<file path="config.mk">
export PLATFORM = sky130hd
export DESIGN_NAME = ioc_ctrl
export DESIGN_NICKNAME = d
export VERILOG_FILES = /design/src/ioc_pkg.sv /design/src/ioc_ctrl.sv
export VERILOG_INCLUDE_DIRS = /design/src
export SDC_FILE = /design/constraint.sdc
export NUM_CORES = 1
export LEC_CHECK = 0
export BUFFER_PORTS_ARGS = -buffer_cell sky130_fd_sc_hd__buf_2
export CORE_UTILIZATION = 54
export CTS_CLUSTER_SIZE = 25
export DETAILED_ROUTE_END_ITERATION = 8
export HOLD_SLACK_MARGIN = 0.02
export PLACE_DENSITY = 0.8
export SETUP_SLACK_MARGIN = 0.3
export SKIP_LAST_GASP = 1
export SLEW_MARGIN = 30
export SYNTH_ARGS = -nofsm -noshare
export SYNTH_HDL_FRONTEND = slang
export SYNTH_SLANG_ARGS = --single-unit
</file>
<file path="constraint.sdc">
create_clock -name pclk -period 5.4 [get_ports pclk]
set_clock_uncertainty 0.05 [all_clocks]
set_input_delay 0.81 -clock pclk [delete_from_list [all_inputs] [get_ports pclk]]
set_output_delay 0.81 -clock pclk [all_outputs]
set_load 0.01 [all_outputs]
</file>
<file path="src/ioc_defs.svh">
// ioc_defs.svh: offsets, reset values and field positions of the block
// assumes inclusion by the block's single design module and by the bench
`ifndef IOC_DEFS_SVH
`define IOC_DEFS_SVH

// register byte addresses on the apb word grid
`define IOC_ADDR_OPTION 8'h00
`define IOC_ADDR_CORE_INTERRUPT_CONTROL 8'h04
`define IOC_ADDR_PIE 8'h08
`define IOC_ADDR_PIR 8'h0c
`define IOC_ADDR_TIMER 8'h10
`define IOC_ADDR_PORT 8'h14

// reset values
`define IOC_OPTION_RESET 8'hff
`define IOC_CORE_INTERRUPT_CONTROL_RESET 8'h00
`define IOC_PIE_RESET 8'h00
`define IOC_PIR_RESET 8'h00

// pin vector layout after the synchronisers
`define IOC_PIN_EXT 7
`define IOC_PIN_TCK 6
`define IOC_PORT_MSB 5
`define IOC_PORT_LSB 0

`endif

</file>
<file path="src/ioc_pkg.sv">
// ioc_pkg.sv: register layouts and the address decode type
// takes no numeric constants from ioc_defs.svh
package ioc_pkg;

  // option_config layout, bit 7 down to bit 0
  typedef struct packed {
    logic pullup_disable;
    logic ext_irq_edge_select;
    logic timer_clock_source;
    logic timer_source_edge;
    logic prescaler_assign;
    logic [2:0] prescaler_rate;
  } ioc_option_type;

  // core_interrupt_control layout, bit 7 down to bit 0
  typedef struct packed {
    logic global_irq_enable;
    logic peripheral_irq_enable;
    logic timer_overflow_enable;
    logic ext_irq_enable;
    logic port_change_enable;
    logic timer_overflow_flag;
    logic ext_irq_flag;
    logic port_change_flag;
  } ioc_core_interrupt_control_type;

  // register selected by the current apb address
  typedef enum logic [2:0] {
    IOC_SEL_OPTION,
    IOC_SEL_CORE_INTERRUPT_CONTROL,
    IOC_SEL_PIE,
    IOC_SEL_PIR,
    IOC_SEL_TIMER,
    IOC_SEL_PORT,
    IOC_SEL_NONE
  } ioc_sel_type;

endpackage : ioc_pkg

</file>
<file path="src/ioc_ctrl.sv">
// ioc_ctrl.sv: interrupt gating, option register, event flags, apb slave
// assumes an apb master on pclk; ext, timer and port pins are asynchronous;
// instr_tick, wdt_tick and periph_set are one-cycle pulses on pclk
//
// Added by the designer: register access over APB and the register addresses.
`timescale 1ns/1ps
`include "ioc_defs.svh"
module ioc_ctrl (
  // clock, reset and freeze
  input wire logic pclk,
  input wire logic presetn,
  input wire logic ce,
  // apb slave
  input wire logic psel,
  input wire logic penable,
  input wire logic pwrite,
  input wire logic [7:0] paddr,
  input wire logic [31:0] pwdata,
  output logic [31:0] prdata,
  output logic pready,
  output logic pslverr,
  // asynchronous pins
  input wire logic ext_irq_pin,
  input wire logic timer_clock_pin,
  input wire logic [5:0] port_pins,
  // port pull-up control
  input wire logic [5:0] port_latch,
  output logic [5:0] pullup_en,
  // same-clock event sources
  input wire logic instr_tick,
  input wire logic wdt_tick,
  input wire logic [7:0] periph_set,
  // results toward core and watchdog
  output logic irq_to_core,
  output logic wdt_prescaled_tick,
  output logic [7:0] timer_count
);

  // division mask: low bits that must all be ones for a prescaler hit
  function automatic logic [7:0] ioc_rate_mask(input logic [2:0] rate,
                                               input logic to_timer);
    logic [8:0] one_hot;
    one_hot = 9'h001 << ({1'b0, rate} + {3'b000, to_timer});
    return 8'(one_hot - 9'h001);
  endfunction : ioc_rate_mask

  // edge of a synchronised level, falling or rising as asked
  function automatic logic ioc_edge(input logic prev, input logic cur,
                                    input logic falling);
    return falling ? (prev & ~cur) : (~prev & cur);
  endfunction : ioc_edge

  ioc_pkg::ioc_option_type opt_q;
  ioc_pkg::ioc_option_type opt_d;
  ioc_pkg::ioc_core_interrupt_control_type intc_q;
  ioc_pkg::ioc_core_interrupt_control_type intc_d;
  ioc_pkg::ioc_core_interrupt_control_type intc_base_w;
  ioc_pkg::ioc_sel_type sel_w;
  logic [7:0] pie_q;
  logic [7:0] pie_d;
  logic [7:0] pir_q;
  logic [7:0] pir_d;
  logic [7:0] meta_q;
  logic [7:0] sync_q;
  logic [1:0] prev_q;
  logic [5:0] last_read_q;
  logic [7:0] presc_q;
  logic [7:0] timer_q;
  logic [31:0] prdata_q;
  logic [5:0] pullup_q;
  logic irq_q;
  logic wdt_q;
  logic [7:0] rd_mux_w;
  logic [7:0] presc_mask_w;
  logic setup_w;
  logic access_w;
  logic wr_w;
  logic ext_edge_w;
  logic tck_edge_w;
  logic tmr_src_w;
  logic presc_event_w;
  logic presc_hit_w;
  logic tmr_inc_w;
  logic tmr_wr_w;
  logic rollover_w;
  logic mismatch_w;
  logic core_req_w;
  logic periph_req_w;
  logic irq_d;

  // apb phases; a freeze holds off the answer as well
  assign setup_w = psel & ~penable & ce;
  assign access_w = psel & penable & ce;
  assign wr_w = access_w & pwrite;
  assign pready = ce;
  assign pslverr = psel & penable & (sel_w == ioc_pkg::IOC_SEL_NONE);

  // address decode
  assign sel_w =
    (paddr == `IOC_ADDR_OPTION) ? ioc_pkg::IOC_SEL_OPTION :
    (paddr == `IOC_ADDR_CORE_INTERRUPT_CONTROL) ? ioc_pkg::IOC_SEL_CORE_INTERRUPT_CONTROL :
    (paddr == `IOC_ADDR_PIE) ? ioc_pkg::IOC_SEL_PIE :
    (paddr == `IOC_ADDR_PIR) ? ioc_pkg::IOC_SEL_PIR :
    (paddr == `IOC_ADDR_TIMER) ? ioc_pkg::IOC_SEL_TIMER :
    (paddr == `IOC_ADDR_PORT) ? ioc_pkg::IOC_SEL_PORT :
    ioc_pkg::IOC_SEL_NONE;

  // read data selection, unmapped reads return zero
  assign rd_mux_w =
    (sel_w == ioc_pkg::IOC_SEL_OPTION) ? 8'(opt_q) :
    (sel_w == ioc_pkg::IOC_SEL_CORE_INTERRUPT_CONTROL) ? 8'(intc_q) :
    (sel_w == ioc_pkg::IOC_SEL_PIE) ? pie_q :
    (sel_w == ioc_pkg::IOC_SEL_PIR) ? pir_q :
    (sel_w == ioc_pkg::IOC_SEL_TIMER) ? timer_q :
    (sel_w == ioc_pkg::IOC_SEL_PORT) ?
      {2'b00, sync_q[`IOC_PORT_MSB:`IOC_PORT_LSB]} :
    8'h00;

  // two-stage synchronisers for all pins: ext, timer clock, port
  always_ff @(posedge pclk or negedge presetn) begin
    if (!presetn) begin
      meta_q <= 8'h00;
      sync_q <= 8'h00;
    end else if (ce) begin
      meta_q <= {ext_irq_pin, timer_clock_pin, port_pins};
      sync_q <= meta_q;
    end
  end

  // previous synchronised ext and timer pin levels for edge detection
  always_ff @(posedge pclk or negedge presetn) begin
    if (!presetn) begin
      prev_q <= 2'b00;
    end else if (ce) begin
      prev_q <= sync_q[`IOC_PIN_EXT:`IOC_PIN_TCK];
    end
  end

  // pin edges as chosen by the option bits
  assign ext_edge_w = ioc_edge(prev_q[1], sync_q[`IOC_PIN_EXT],
                               ~opt_q.ext_irq_edge_select);
  assign tck_edge_w = ioc_edge(prev_q[0], sync_q[`IOC_PIN_TCK],
                               opt_q.timer_source_edge);

  // timer source and shared prescaler routing
  assign tmr_src_w = opt_q.timer_clock_source ? tck_edge_w
                                              : instr_tick;
  assign presc_event_w = opt_q.prescaler_assign ? wdt_tick
                                                : tmr_src_w;
  assign presc_mask_w = ioc_rate_mask(opt_q.prescaler_rate,
                                      ~opt_q.prescaler_assign);
  assign presc_hit_w = presc_event_w &
                       ((presc_q & presc_mask_w) == presc_mask_w);
  assign tmr_inc_w = opt_q.prescaler_assign ? tmr_src_w
                                            : presc_hit_w;
  assign tmr_wr_w = wr_w & (sel_w == ioc_pkg::IOC_SEL_TIMER);
  assign rollover_w = tmr_inc_w & ~tmr_wr_w & (timer_q == 8'hff);

  // prescaler counter, counts events of whichever user owns it
  always_ff @(posedge pclk or negedge presetn) begin
    if (!presetn) begin
      presc_q <= 8'h00;
    end else if (ce && presc_event_w) begin
      presc_q <= presc_q + 8'h01;
    end
  end

  // timer count has no reset so it survives a device reset
  always_ff @(posedge pclk) begin
    if (ce && tmr_wr_w) begin
      timer_q <= pwdata[7:0];
    end else if (ce && tmr_inc_w) begin
      timer_q <= timer_q + 8'h01;
    end
  end

  // option and enable registers take software writes
  assign opt_d = (wr_w && sel_w == ioc_pkg::IOC_SEL_OPTION) ?
                 ioc_pkg::ioc_option_type'(pwdata[7:0]) : opt_q;
  assign pie_d = (wr_w && sel_w == ioc_pkg::IOC_SEL_PIE) ?
                 pwdata[7:0] : pie_q;
  assign intc_base_w = (wr_w && sel_w == ioc_pkg::IOC_SEL_CORE_INTERRUPT_CONTROL) ?
                       ioc_pkg::ioc_core_interrupt_control_type'(pwdata[7:0]) : intc_q;

  // pins differ from the values last read through the port register
  assign mismatch_w = sync_q[`IOC_PORT_MSB:`IOC_PORT_LSB] != last_read_q;

  // sticky core flags; a set in the clearing cycle wins
  always_comb begin
    intc_d = intc_base_w;
    intc_d.timer_overflow_flag = intc_base_w.timer_overflow_flag |
                                 rollover_w;
    intc_d.ext_irq_flag = intc_base_w.ext_irq_flag | ext_edge_w;
    intc_d.port_change_flag = intc_base_w.port_change_flag |
                              mismatch_w;
  end

  // peripheral request flags, set by the sources whatever the masks
  assign pir_d = ((wr_w && sel_w == ioc_pkg::IOC_SEL_PIR) ?
                  pwdata[7:0] : pir_q) | periph_set;

  // request toward the core
  assign core_req_w = (intc_q.timer_overflow_enable &
                       intc_q.timer_overflow_flag) |
                      (intc_q.ext_irq_enable & intc_q.ext_irq_flag) |
                      (intc_q.port_change_enable &
                       intc_q.port_change_flag);
  assign periph_req_w = intc_q.peripheral_irq_enable &
                        (|(pie_q & pir_q));
  assign irq_d = intc_q.global_irq_enable &
                 (core_req_w | periph_req_w);

  // control registers with their reset values
  always_ff @(posedge pclk or negedge presetn) begin
    if (!presetn) begin
      opt_q <= ioc_pkg::ioc_option_type'(`IOC_OPTION_RESET);
      intc_q <= ioc_pkg::ioc_core_interrupt_control_type'(`IOC_CORE_INTERRUPT_CONTROL_RESET);
      pie_q <= `IOC_PIE_RESET;
      pir_q <= `IOC_PIR_RESET;
    end else if (ce) begin
      opt_q <= opt_d;
      intc_q <= intc_d;
      pie_q <= pie_d;
      pir_q <= pir_d;
    end
  end

  // read data captured in setup; a completed port read updates the
  // compare latch with the value software saw
  always_ff @(posedge pclk or negedge presetn) begin
    if (!presetn) begin
      prdata_q <= 32'h0000_0000;
      last_read_q <= 6'h00;
    end else if (setup_w) begin
      prdata_q <= {24'h00_0000, rd_mux_w};
    end else if (access_w && !pwrite &&
                 sel_w == ioc_pkg::IOC_SEL_PORT) begin
      last_read_q <= prdata_q[5:0];
    end
  end

  // registered outputs: pull-ups, request, watchdog tick (divided only while the prescaler is assigned to it)
  always_ff @(posedge pclk or negedge presetn) begin
    if (!presetn) begin
      pullup_q <= 6'h00;
      irq_q <= 1'b0;
      wdt_q <= 1'b0;
    end else if (ce) begin
      pullup_q <= opt_q.pullup_disable ? 6'h00 : port_latch;
      irq_q <= irq_d;
      wdt_q <= opt_q.prescaler_assign ? presc_hit_w : wdt_tick;
    end
  end

  assign prdata = prdata_q;
  assign pullup_en = pullup_q;
  assign irq_to_core = irq_q;
  assign wdt_prescaled_tick = wdt_q;
  assign timer_count = timer_q;

  // pull-ups follow latch or are forced off one cycle later
  AST_PULLUP: assert property (@(posedge pclk) disable iff (!presetn)
    ce |=> (pullup_en == ($past(opt_q.pullup_disable) ? 6'h00
                          : $past(port_latch))))
    else $error("pull-up output wrong for option and latch");

  // selected ext edge leaves the ext flag set
  AST_EXT_EDGE: assert property (@(posedge pclk) disable iff (!presetn)
    ce && ext_edge_w |=> intc_q.ext_irq_flag)
    else $error("ext edge did not set ext flag");

  // rising ext edge with falling selected must not be seen as an edge
  AST_EXT_SENSE: assert property (@(posedge pclk) disable iff (!presetn)
    ext_edge_w |-> (sync_q[`IOC_PIN_EXT] ==
                    opt_q.ext_irq_edge_select))
    else $error("ext edge detected on wrong polarity");

  // undivided internal tick advances the timer by one
  AST_INT_SRC: assert property (@(posedge pclk) disable iff (!presetn)
    ce && !opt_q.timer_clock_source && opt_q.prescaler_assign &&
    instr_tick && !tmr_wr_w |=> timer_q == $past(timer_q) + 8'h01)
    else $error("instruction tick did not advance timer");

  // falling pin edge, when selected, advances an undivided timer
  AST_PIN_SRC: assert property (@(posedge pclk) disable iff (!presetn)
    ce && opt_q.timer_clock_source && opt_q.prescaler_assign &&
    !tmr_wr_w && prev_q[0] && !sync_q[`IOC_PIN_TCK] &&
    opt_q.timer_source_edge |=> timer_q == $past(timer_q) + 8'h01)
    else $error("falling timer pin edge not counted");

  // prescaler on the timer at 1:8: only every eighth event advances it
  AST_PRESC_TMR: assert property (@(posedge pclk) disable iff (!presetn)
    ce && !opt_q.prescaler_assign && opt_q.prescaler_rate == 3'b010 &&
    presc_event_w && !tmr_wr_w |=> timer_q == $past(timer_q) +
    ((($past(presc_q) & 8'h07) == 8'h07) ? 8'h01 : 8'h00))
    else $error("timer advanced off the 1:8 prescaler ratio");

  // watchdog rate 1:1 passes each tick through
  AST_WDT_RATE: assert property (@(posedge pclk) disable iff (!presetn)
    ce && opt_q.prescaler_assign && opt_q.prescaler_rate == 3'b000 &&
    wdt_tick |=> wdt_prescaled_tick)
    else $error("watchdog tick lost at rate 1:1");

  // no request while global enable is low
  AST_GIE: assert property (@(posedge pclk) disable iff (!presetn)
    ce && !intc_q.global_irq_enable |=> !irq_to_core)
    else $error("request raised with global enable low");

  // peripheral flags alone need the peripheral enable
  AST_PERIPHERAL_IRQ_ENABLE: assert property (@(posedge pclk) disable iff (!presetn)
    ce && !intc_q.peripheral_irq_enable && !core_req_w |=>
    !irq_to_core)
    else $error("peripheral request passed peripheral gate");

  // an enabled flag under global enable raises the request
  AST_REQ: assert property (@(posedge pclk) disable iff (!presetn)
    ce && intc_q.global_irq_enable && intc_q.ext_irq_enable &&
    intc_q.ext_irq_flag |=> irq_to_core)
    else $error("enabled flag did not raise request");

  // rollover sets the overflow flag even with enables off
  AST_ROLL: assert property (@(posedge pclk) disable iff (!presetn)
    ce && rollover_w |=> intc_q.timer_overflow_flag)
    else $error("rollover did not set overflow flag");

  // a set flag stays until software writes the register
  AST_STICKY: assert property (@(posedge pclk) disable iff (!presetn)
    intc_q.timer_overflow_flag &&
    !(wr_w && sel_w == ioc_pkg::IOC_SEL_CORE_INTERRUPT_CONTROL) |=>
    intc_q.timer_overflow_flag)
    else $error("overflow flag dropped without a write");

  // pins differing from the last read value set the port flag
  AST_PORT: assert property (@(posedge pclk) disable iff (!presetn)
    ce && mismatch_w |=> intc_q.port_change_flag)
    else $error("port mismatch did not set port flag");

  // peripheral set pulses land in the request register
  AST_PIR: assert property (@(posedge pclk) disable iff (!presetn)
    ce && periph_set != 8'h00 |=>
    (pir_q & $past(periph_set)) == $past(periph_set))
    else $error("peripheral event lost");

endmodule : ioc_ctrl

</file>
=== Word level (Yosys, flattened, before mapping) ===
Cells that the tools add are included.
Widths: inputs -> output; s select.

* Output and inout port bits: 50
* Input port bits: 70
* Register bits after elaboration: 88
* Logic and storage cells: 122

* Reduce and logical (&&, ||, !) cells: 18
* Shift-type cells: 1
* $add $sub $neg: 4
* Multiplexer cells: 23
* Bitwise logic cells: 36
* Equal/unequal tests: 14

{| class="wikitable"
|+ Operators by type and width
! cell !! count
|-
| $mux 8 || 8
|-
| $and 1x1->1 || 19
|-
| $add 8x1->8 const B || 2
|-
| $and 8x8->8 || 2
|-
| $eq 8x4->1 const B || 2
|-
| $eq 8x5->1 const B || 2
|-
| $mux 3 || 5
|-
| $mux 6 || 2
|-
| $eq 3x3->1 const B || 3
|-
| $logic_and 1x1->1 || 9
|-
| $eq 8x3->1 const B || 1
|-
| $eq 8x8->1 || 1
|-
| $eq 8x8->1 const B || 1
|-
| $logic_not 8->1 || 1
|-
| $not 1->1 || 8
|-
| $or 8x8->8 || 1
|-
| $reduce_and 2->1 || 4
|-
| $reduce_or 8->1 || 1
|-
| $shl 1x4->8 const A || 1
|-
| $sub 8x1->8 const B || 1
|-
| $eq 3x2->1 const B || 2
|-
| $mux 1 || 6
|-
| $ne 6x6->1 || 1
|-
| $or 1x1->1 || 6
|-
| other kinds (6) || 7
|}

=== Depth between registers and ports, before layout ===
Gate-level depths: netlist of run 1.

* Word-level depth: 14
* Gate-level depth with buffers: 14
* Depth with buffers taken out: 13

=== Worst setup path after synthesis of run 1 ===
Ideal clock, no wire load.

* Path kind: register to register
* From: register opt_q[3] (netlist name)
* To: register timer_q[0], in the netlist timer_count[0] (enable)
* Data required time: 4966 ps
* Clock period less this slack: 3835 ps
* Setup time: 384 ps
* Arrival time: 3401 ps
* Path buffers: 1
* Stages on the path, launching flop included: 15
* Setup slack: 1565 ps
* Cells stage by stage: dfstp_2 -> inv_1 -> ha_1 -> ha_1 -> buf_2 -> or2_1 -> o22ai_1 -> nand2_1 -> ha_1 -> nor2_1 -> o41ai_1 -> a31oi_1 -> a311oi_1 -> a41oi_2 -> o21ai_0

* Longest elaborated chain between the ends: 10
* Elaborated cells on any way between the ends: 11

{| class="wikitable"
|+ RTL lines
! element !! line !! text
|-
| from (decl) || ioc_ctrl.sv:53 || <nowiki>ioc_pkg::ioc_option_type opt_q;</nowiki>
|-
| from (signal assigned) || ioc_ctrl.sv:216 || <nowiki>opt_q <= ioc_pkg::ioc_option_type'(`IOC_OPTION_RESET);</nowiki>
|-
| from (signal assigned) || ioc_ctrl.sv:221 || <nowiki>opt_q <= opt_d;</nowiki>
|-
| $not 1->1 || ioc_ctrl.sv:151 || <nowiki>~opt_q.prescaler_assign);</nowiki>
|-
| $add 3x1->4 || ioc_ctrl.sv:43 || <nowiki>one_hot = 9'h001 << ({1'b0, rate} + {3'b000, to_timer});</nowiki>
|-
| $shl 1x4->8 || ioc_ctrl.sv:43 ||
|-
| $sub 8x1->8 || ioc_ctrl.sv:44 || <nowiki>return 8'(one_hot - 9'h001);</nowiki>
|-
| $and 8x8->8 || ioc_ctrl.sv:153 || <nowiki>((presc_q & presc_mask_w) == presc_mask_w);</nowiki>
|-
| $eq 8x8->1 || ioc_ctrl.sv:153 ||
|-
| $and 1x1->1 || ioc_ctrl.sv:152 || <nowiki>assign presc_hit_w = presc_event_w &</nowiki>
|-
| $mux 1 (*) || ioc_ctrl.sv:154 || <nowiki>assign tmr_inc_w = opt_q.prescaler_assign ? tmr_src_w</nowiki>
|-
| $logic_and 1x1->1 (*) || ioc_ctrl.sv:172 || <nowiki>end else if (ce && tmr_inc_w) begin</nowiki>
|-
| $reduce_bool 2->1 (no source line) (*) || -- ||
|-
| to (signal assigned) || ioc_ctrl.sv:171 || <nowiki>timer_q <= pwdata[7:0];</nowiki>
|-
| to (signal assigned) || ioc_ctrl.sv:173 || <nowiki>timer_q <= timer_q + 8'h01;</nowiki>
|-
| to (decl) || ioc_ctrl.sv:68 || <nowiki>logic [7:0] timer_q;</nowiki>
|}

Every way passes the cells marked *; elsewhere a longest branch is shown, timed or not.
A chain may end at the register's enable or synchronous reset.

=== Worst setup path after layout of run 1 ===
* From: register opt_q[3] (netlist name)
* To: register timer_q[7], in the netlist timer_count[7] (enable)

The elaborated chain is that of the path after synthesis.

==> results.py, run 1 <==
metrics = {
    "routing": {
        "drt-vias-per-instance": 5.780,
        "drt_drc_violations_left": 0,
        "initialDrtViolationCount": 344,
        "drtPass1Iterations": 5,
        "postRouteAntennaNets": 0,
        "detailroute.via_count": 3682,
        "wl_per_cell_um": 17.36,
        "overall_routed_net_length_um": 11060,
    },
    "yosys": {
        "postSynthRegisterBits": 88,
        "synth_seq_area_share": 0.4612,
        "synth_largest_type_area_fraction": 0.3689,
        "number_of_flops_mapped_to_enable_cells_by_yosys": 8,
        "synth_cell_types": 65,
        "yosys-top-cells-area": "sky130_fd_sc_hd__dfrtp_1 (37%), sky130_fd_sc_hd__mux2_2 (10%), sky130_fd_sc_hd__edfxtp_1 (4.9%), sky130_fd_sc_hd__dfstp_2 (4.3%), sky130_fd_sc_hd__buf_4 (4.0%)",
        "synthFlopType": "sky130_fd_sc_hd__dfrtp_1",
        "async_reset_ff_frac": 0.9091,
        "synth_area_leader_cell": "sky130_fd_sc_hd__dfrtp_1",
        "ys.warnings.count": 0,
        "syn-mean-instance-area_um2": 10.52,
        "syn-cell-area_um2": 4883,
        "synth_cells": 464,
    },
    "clocking": {
        "hold_buffers": 0,
        "post_cts_resize_count": 0,
        "cts_sinks": 88,
        "htree_levels": 3,
        "clockBufferDepth": 2,
        "clock_tree_from_tritoncts": "built",
        "cts.repair_timing.setup_buffer_count": 0,
        "cts_root_buffer": "sky130_fd_sc_hd__clkbuf_8",
        "cts.clk_slew.worst_paths_ns": 0.10,
        "cts_inserted_buffers": 9,
        "clock_latency_ns": 0.37,
    },
    "timing": {
        "slew_headroom": 0.5099,
        "tightestPinTransition_ns": 0.7351,
        "final-hold-violation-count": 0,
        "final.period_utilization": 0.6944,
        "post-route-min-period_ns": 3.750,
        "finalSetupTns_ns": 0,
        "grt_setup_unrepaired": "false",
        "timing.final.max_slew_violations": 0,
        "maxClockFrequency_mhz": 266.7,
        "final-setup-viol-count": 0,
    },
    "grt": {
        "grt_overflow_total": 0,
        "grt_max_degree": 81,
        "globalRouteTotalUtil": 0.2480,
        "antenna_found_initial": 0,
        "grt_pass1_vias": 3701,
        "grt_first_pass_wirelength_um": 18430,
    },
    "floorplanning": {
        "fp.coreArea_um2": 8721,
        "top_level_ports": 120,
        "initial_utilization": 0.5600,
        "chipHeight_um": 97.10,
        "fp-row-count": 34,
        "floorplan.die.width_um": 97.10,
        "floorplan.die_area_um2": 9427,
    },
    "layout": {
        "n_antenna_cell": 0,
        "nNetsFinal": 600,
        "final_common_cell": "sky130_fd_sc_hd__dfrtp_1",
        "nFillCells": 703,
        "drive_gt1_frac": 0.2987,
        "fin_cells": 637,
        "area.growth.synth_to_final_pct": 10.20,
        "final_cell_mix": "sky130_fd_sc_hd__dfrtp_1 (72), sky130_fd_sc_hd__buf_2 (70), sky130_fd_sc_hd__mux2_2 (44)",
        "sequential_cell_area_um2": 2252,
        "multi_input_comb_area_um2": 2354,
    },
    "pwr": {
        "ir_drop_mv": 0.1483,
        "p_leak_nw": 2.436,
        "pwr_density_cell_nw_per_um2": 266.7,
        "design_power_total_mw": 1.435,
    },
    "run_status": {
        "run_status": "finished clean",
    },
    "critical_path": {
        "worst_ep_required_time_ns": 5.43,
        "worst-endpoint-arrival_ns": 3.78,
        "crit_path_max_fanout": 10,
        "critPathCaptureType": "flip-flop",
        "crit_path_category": "flip-flop to flip-flop",
        "cp-start-kind": "flip-flop",
    },
    "run": {
        "max-cap-violations": 0,
    },
    "placement": {
        "port_buffers": 71,
        "final_hpwl_dp_um": 8092,
        "rd_place_congestion": 0.9086,
        "dp_cells": 621,
    },
    "worst_hold_path": {
        "hp-class": "input port to asynchronous set/reset pin",
    },
}
==> per-layer routing <==
metal | up-vias | GRT usage | share of wire
met1 | 1778 | 0.3261 | 0.43
met3 | 25 | 0.03741 | 0.051
li1 | 1726 | - | -
met5 | - | 0 | 0
met4 | 0 | 0.1194 | 0.028
met2 | 153 | 0.4036 | 0.49
==> critical path, stage by stage (launching register included) <==
cell,delay [ns]
sky130_fd_sc_hd__dfstp_2,0.57
sky130_fd_sc_hd__inv_1,0.10
sky130_fd_sc_hd__ha_1,0.20
sky130_fd_sc_hd__ha_1,0.29
sky130_fd_sc_hd__or2_1,0.28
sky130_fd_sc_hd__o22ai_1,0.20
sky130_fd_sc_hd__nand2_1,0.09
sky130_fd_sc_hd__ha_1,0.31
sky130_fd_sc_hd__nor2_1,0.04
sky130_fd_sc_hd__o41ai_1,0.29
sky130_fd_sc_hd__a31oi_1,0.08
sky130_fd_sc_hd__a311oi_1,0.35
sky130_fd_sc_hd__a41oi_2,0.21
sky130_fd_sc_hd__o21ai_0,0.18
sky130_fd_sc_hd__buf_4,0.21
==> synth_stat cells, drive strengths merged, types with 4 or more instances <==
| cell type | instances |
|---|---|
| ha | 6 |
| nor2 | 28 |
| edfxtp | 8 |
| nand2b | 6 |
| and2 | 4 |
| clkbuf | 11 |
| a22oi | 10 |
| nand4 | 5 |
| mux2i | 8 |
| o22ai | 9 |
| xnor2 | 12 |
| nand2 | 42 |
| xor2 | 10 |
| inv | 18 |
| dfstp | 8 |
| dfrtp | 72 |
| o21a | 4 |
| nor2b | 7 |
| nand3b | 4 |
| mux2 | 50 |
| a21oi | 17 |
| nand3 | 9 |
| or2 | 4 |
| buf | 36 |
| o21ai | 30 |
==> state kept, by name, indices dropped and copies added (netlist names) <==
| register | cells |
|---|---|
| intc_q | 8 |
| meta_q | 8 |
| opt_q | 8 |
| pie_q | 8 |
| pir_q | 8 |
| prdata | 8 |
| presc_q | 8 |
| sync_q | 8 |
| timer_count | 8 |
| last_read_q | 6 |
| pullup_en | 6 |
| prev_q | 2 |
| irq_to_core | 1 |
| wdt_prescaled_tick | 1 |
==> where the power goes <==
part           total, mW  switching (mW)  internal, mW  leakage, nW
Clock              0.446           0.266         0.181       0.0966
Sequential         0.774          0.0553         0.719         1.05
Combinational      0.214           0.112         0.102         1.29
Total               1.43           0.434          1.00         2.44
==> layout make-up <==
type | count | area share
Multi-Input combinational cell | 334 | 0.4373
Sequential cell | 88 | 0.4185
Timing Repair Buffer | 73 | 0.06998
Tap cell | 108 | 0.02511
Clock buffer | 9 | 0.02302
Clock inverter | 7 | 0.01349
Inverter | 18 | 0.01256
==> per-stage QoR <==
step	utilization	instance area, µm²	setup WS (ns)	hold slack, ns
6_report	0.6171	5381	1.650	0.3986
5_1_grt	0.6171	5381	1.381	0.4659
4_1_cts	0.6166	5378	1.660	0.4484
3_5_place_dp	0.5941	5181	1.662	0.4292
3_3_place_gp	0.5941	5181	1.720	0.4199
2_1_floorplan	-	4970	1.565	0.4036
==> worst paths after layout <==
path | startpoint | endpoint | slack, ns | cells past startpoint
min in group pclk | prdata[7] | prdata[7] | 0.44 | 2
worst min-delay path | presetn | sync_q[7] | 0.40 | 1
worst min register to register | prdata[7] | prdata[7] | 0.44 | 2
worst max register to register | opt_q[3] | timer_count[7] | 1.65 | 14
worst max-delay path | opt_q[3] | timer_count[7] | 1.65 | 14
max in group asynchronous | presetn | prdata[7] | 4.37 | 1
==> logic make-up after synthesis <==
| group | share of synthesized area |
|---|---|
| DFF | 0.4612 |
| and+or+nand+nor | 0.1271 |
| muxes | 0.1409 |
| AOI/OAI and AO/OA | 0.1407 |
| buffers and inverters | 0.07456 |
| adders and majority gates | 0.01537 |
| other | 0.0007679 |
| xor gates and xnor gates | 0.03946 |
Note: power is estimated with default switching activity, not from simulation.
==> run 2: changes to the inputs <==
==> constraint.sdc (replaced) <==
create_clock -name pclk -period 3.9 [get_ports pclk]
set_clock_uncertainty 0.05 [all_clocks]
set_input_delay 0.585 -clock pclk [delete_from_list [all_inputs] [get_ports pclk]]
set_output_delay 0.585 -clock pclk [all_outputs]
set_load 0.01 [all_outputs]
==> run 2 against run 1 <==
Effect of this change:
- non-clock buffer count is 4 higher
- first-iteration DRC count is 1.5% higher
- fmax is 10% higher
- combinational power is 45% higher
- total power is 40% higher
- highest routed layer unchanged
==> results.py, run 2 (synthesized netlist as in run 1, its figures left out) <==
metrics = {
    "clocking": {
        "clock_tree_from_tritoncts": "built",
        "hold_buffers": 0,
        "cts.clk_slew.worst_paths_ns": 0.10,
        "clock_latency_ns": 0.38,
        "cts_root_buffer": "sky130_fd_sc_hd__clkbuf_8",
        "htree_levels": 3,
        "cts_inserted_buffers": 9,
        "clockBufferDepth": 2,
        "cts_sinks": 88,
    },
    "grt": {
        "grt_first_pass_wirelength_um": 18060,
        "grt_max_degree": 81,
        "grt_overflow_total": 0,
        "grt_pass1_vias": 3596,
        "globalRouteTotalUtil": 0.2458,
        "antenna_found_initial": 0,
    },
    "timing": {
        "tightestPinTransition_ns": 0.8225,
        "postLayoutSetupSlackWorst_ns": 0.4928,
        "final.period_utilization": 0.8736,
        "timing.final.max_slew_violations": 0,
        "slew_headroom": 0.4485,
        "post-route-min-period_ns": 3.407,
        "finalSetupTns_ns": 0,
        "grt_setup_unrepaired": "false",
        "maxClockFrequency_mhz": 293.5,
        "final-setup-viol-count": 0,
        "final-hold-violation-count": 0,
    },
    "critical_path": {
        "cp-start-kind": "flip-flop",
        "crit_path_max_fanout": 8,
        "critPathCaptureType": "flip-flop",
        "worst_ep_required_time_ns": 3.94,
        "worst-endpoint-arrival_ns": 3.45,
        "crit_path_category": "flip-flop to flip-flop",
    },
    "layout": {
        "area.growth.synth_to_final_pct": 11.53,
        "drive_gt1_frac": 0.3114,
        "fin_cells": 641,
        "final_cell_mix": "sky130_fd_sc_hd__dfrtp_1 (72), sky130_fd_sc_hd__buf_2 (70), sky130_fd_sc_hd__mux2_2 (44)",
        "nNetsFinal": 604,
        "post_route_cell_area_um2": 5446,
        "n_antenna_cell": 0,
        "final_common_cell": "sky130_fd_sc_hd__dfrtp_1",
        "nFillCells": 702,
        "sequential_cell_area_um2": 2252,
        "multi_input_comb_area_um2": 2377,
    },
    "worst_hold_path": {
        "hp-class": "input port to asynchronous set/reset pin",
    },
    "floorplanning": {
        "top_level_ports": 120,
        "fp.coreArea_um2": 8721,
        "initial_utilization": 0.5600,
        "chipHeight_um": 97.10,
        "fp-row-count": 34,
        "floorplan.die_area_um2": 9427,
        "floorplan.die.width_um": 97.10,
    },
    "placement": {
        "dp_cells": 622,
        "final_hpwl_dp_um": 7961,
        "place_worst_setup_slack_ns": 0.1739,
        "area_of_placed_instances_um2": 5192,
        "port_buffers": 71,
        "rd_place_congestion": 0.8962,
    },
    "pwr": {
        "design_power_total_mw": 2.009,
        "ir_drop_mv": 0.2788,
        "p_leak_nw": 2.460,
        "pwr_density_cell_nw_per_um2": 368.8,
    },
    "run_status": {
        "run_status": "finished clean",
    },
    "routing": {
        "initialDrtViolationCount": 349,
        "drt_drc_violations_left": 0,
        "overall_routed_net_length_um": 11190,
        "detailroute.via_count": 3752,
        "postRouteAntennaNets": 0,
        "drtPass1Iterations": 6,
        "wl_per_cell_um": 17.45,
        "drt-vias-per-instance": 5.853,
    },
    "run": {
        "max-cap-violations": 0,
    },
}
-- run 2: changes by cell type in the layout (fill, tap and decap cells not counted), sizes merged --
| cell | previous run | this run |
|---|---|---|
| clkinv | 3 | 1 |
| buf | 73 | 77 |
| clkinvlp | 1 | 2 |
| clkbuf | 9 | 10 |
-- run 2: cell type report --
class                           count  area share
Timing Repair Buffer               77     0.07696
Clock buffer                       10     0.02734
Clock inverter                      6    0.008500
Inverter                           18     0.01241
Multi-Input combinational cell    334      0.4365
Sequential cell                    88      0.4135
Tap cell                          108     0.02481
-- run 2: worst max-delay path, stage by stage (launching register included) --
cell and delay [ns]:
sky130_fd_sc_hd__dfstp_2 0.54, sky130_fd_sc_hd__inv_2 0.06, sky130_fd_sc_hd__ha_1 0.18, sky130_fd_sc_hd__ha_1 0.18, sky130_fd_sc_hd__or2_1 0.25, sky130_fd_sc_hd__o22ai_2 0.15
sky130_fd_sc_hd__nand2_1 0.08, sky130_fd_sc_hd__ha_1 0.31, sky130_fd_sc_hd__nor2_1 0.05, sky130_fd_sc_hd__o41ai_1 0.24, sky130_fd_sc_hd__a31oi_1 0.09, sky130_fd_sc_hd__a311oi_2 0.36
sky130_fd_sc_hd__a41oi_2 0.24, sky130_fd_sc_hd__o21ai_4 0.20, sky130_fd_sc_hd__buf_12 0.16
-- run 2: path summary, 6_finish.rpt --
check | from | end | slack, ns | depth (start not counted)
worst min-delay path | presetn | prev_q[1] | 0.17 | 1
min in group pclk | port_latch[3] | pullup_en[3] | 0.36 | 3
worst max-delay path | opt_q[3] | timer_count[7] | 0.49 | 14
worst max register to register | opt_q[3] | timer_count[7] | 0.49 | 14
worst min register to register | prdata[6] | prdata[6] | 0.43 | 2
max in group asynchronous | presetn | prdata[1] | 3.13 | 1
-- run 2: routing by layer --
layer | share of wire | global-route usage | vias to the layer above
met4 | 0.039 | 0.1091 | 0
met2 | 0.46 | 0.3732 | 168
met5 | 0 | 0 | -
met1 | 0.43 | 0.3309 | 1809
met3 | 0.069 | 0.06691 | 37
li1 | - | - | 1738
-- run 2: power breakdown --
| part | internal [mW] | switching [mW] | leakage (nW) |
|---|---|---|---|
| Combinational | 0.148 | 0.162 | 1.32 |
| Clock | 0.276 | 0.349 | 0.0948 |
| Sequential | 0.996 | 0.0788 | 1.05 |
-- run 2: repair_timing --
item / in CTS / in global routing
gates resized for setup: 2 / 2
buffers inserted: 1 / 2
setup endpoints to repair: 8 / 8
hold endpoints to repair: 0 / 0
pin swaps: 1 / 4
-- run 2: per-stage QoR --
step                hold WS [ns]  utilization
finish                    0.1668       0.6245
global route              0.2395       0.6245
CTS                       0.3548       0.6217
detailed placement        0.4201       0.5954
global placement          0.4171       0.5954
floorplan                 0.2394            -
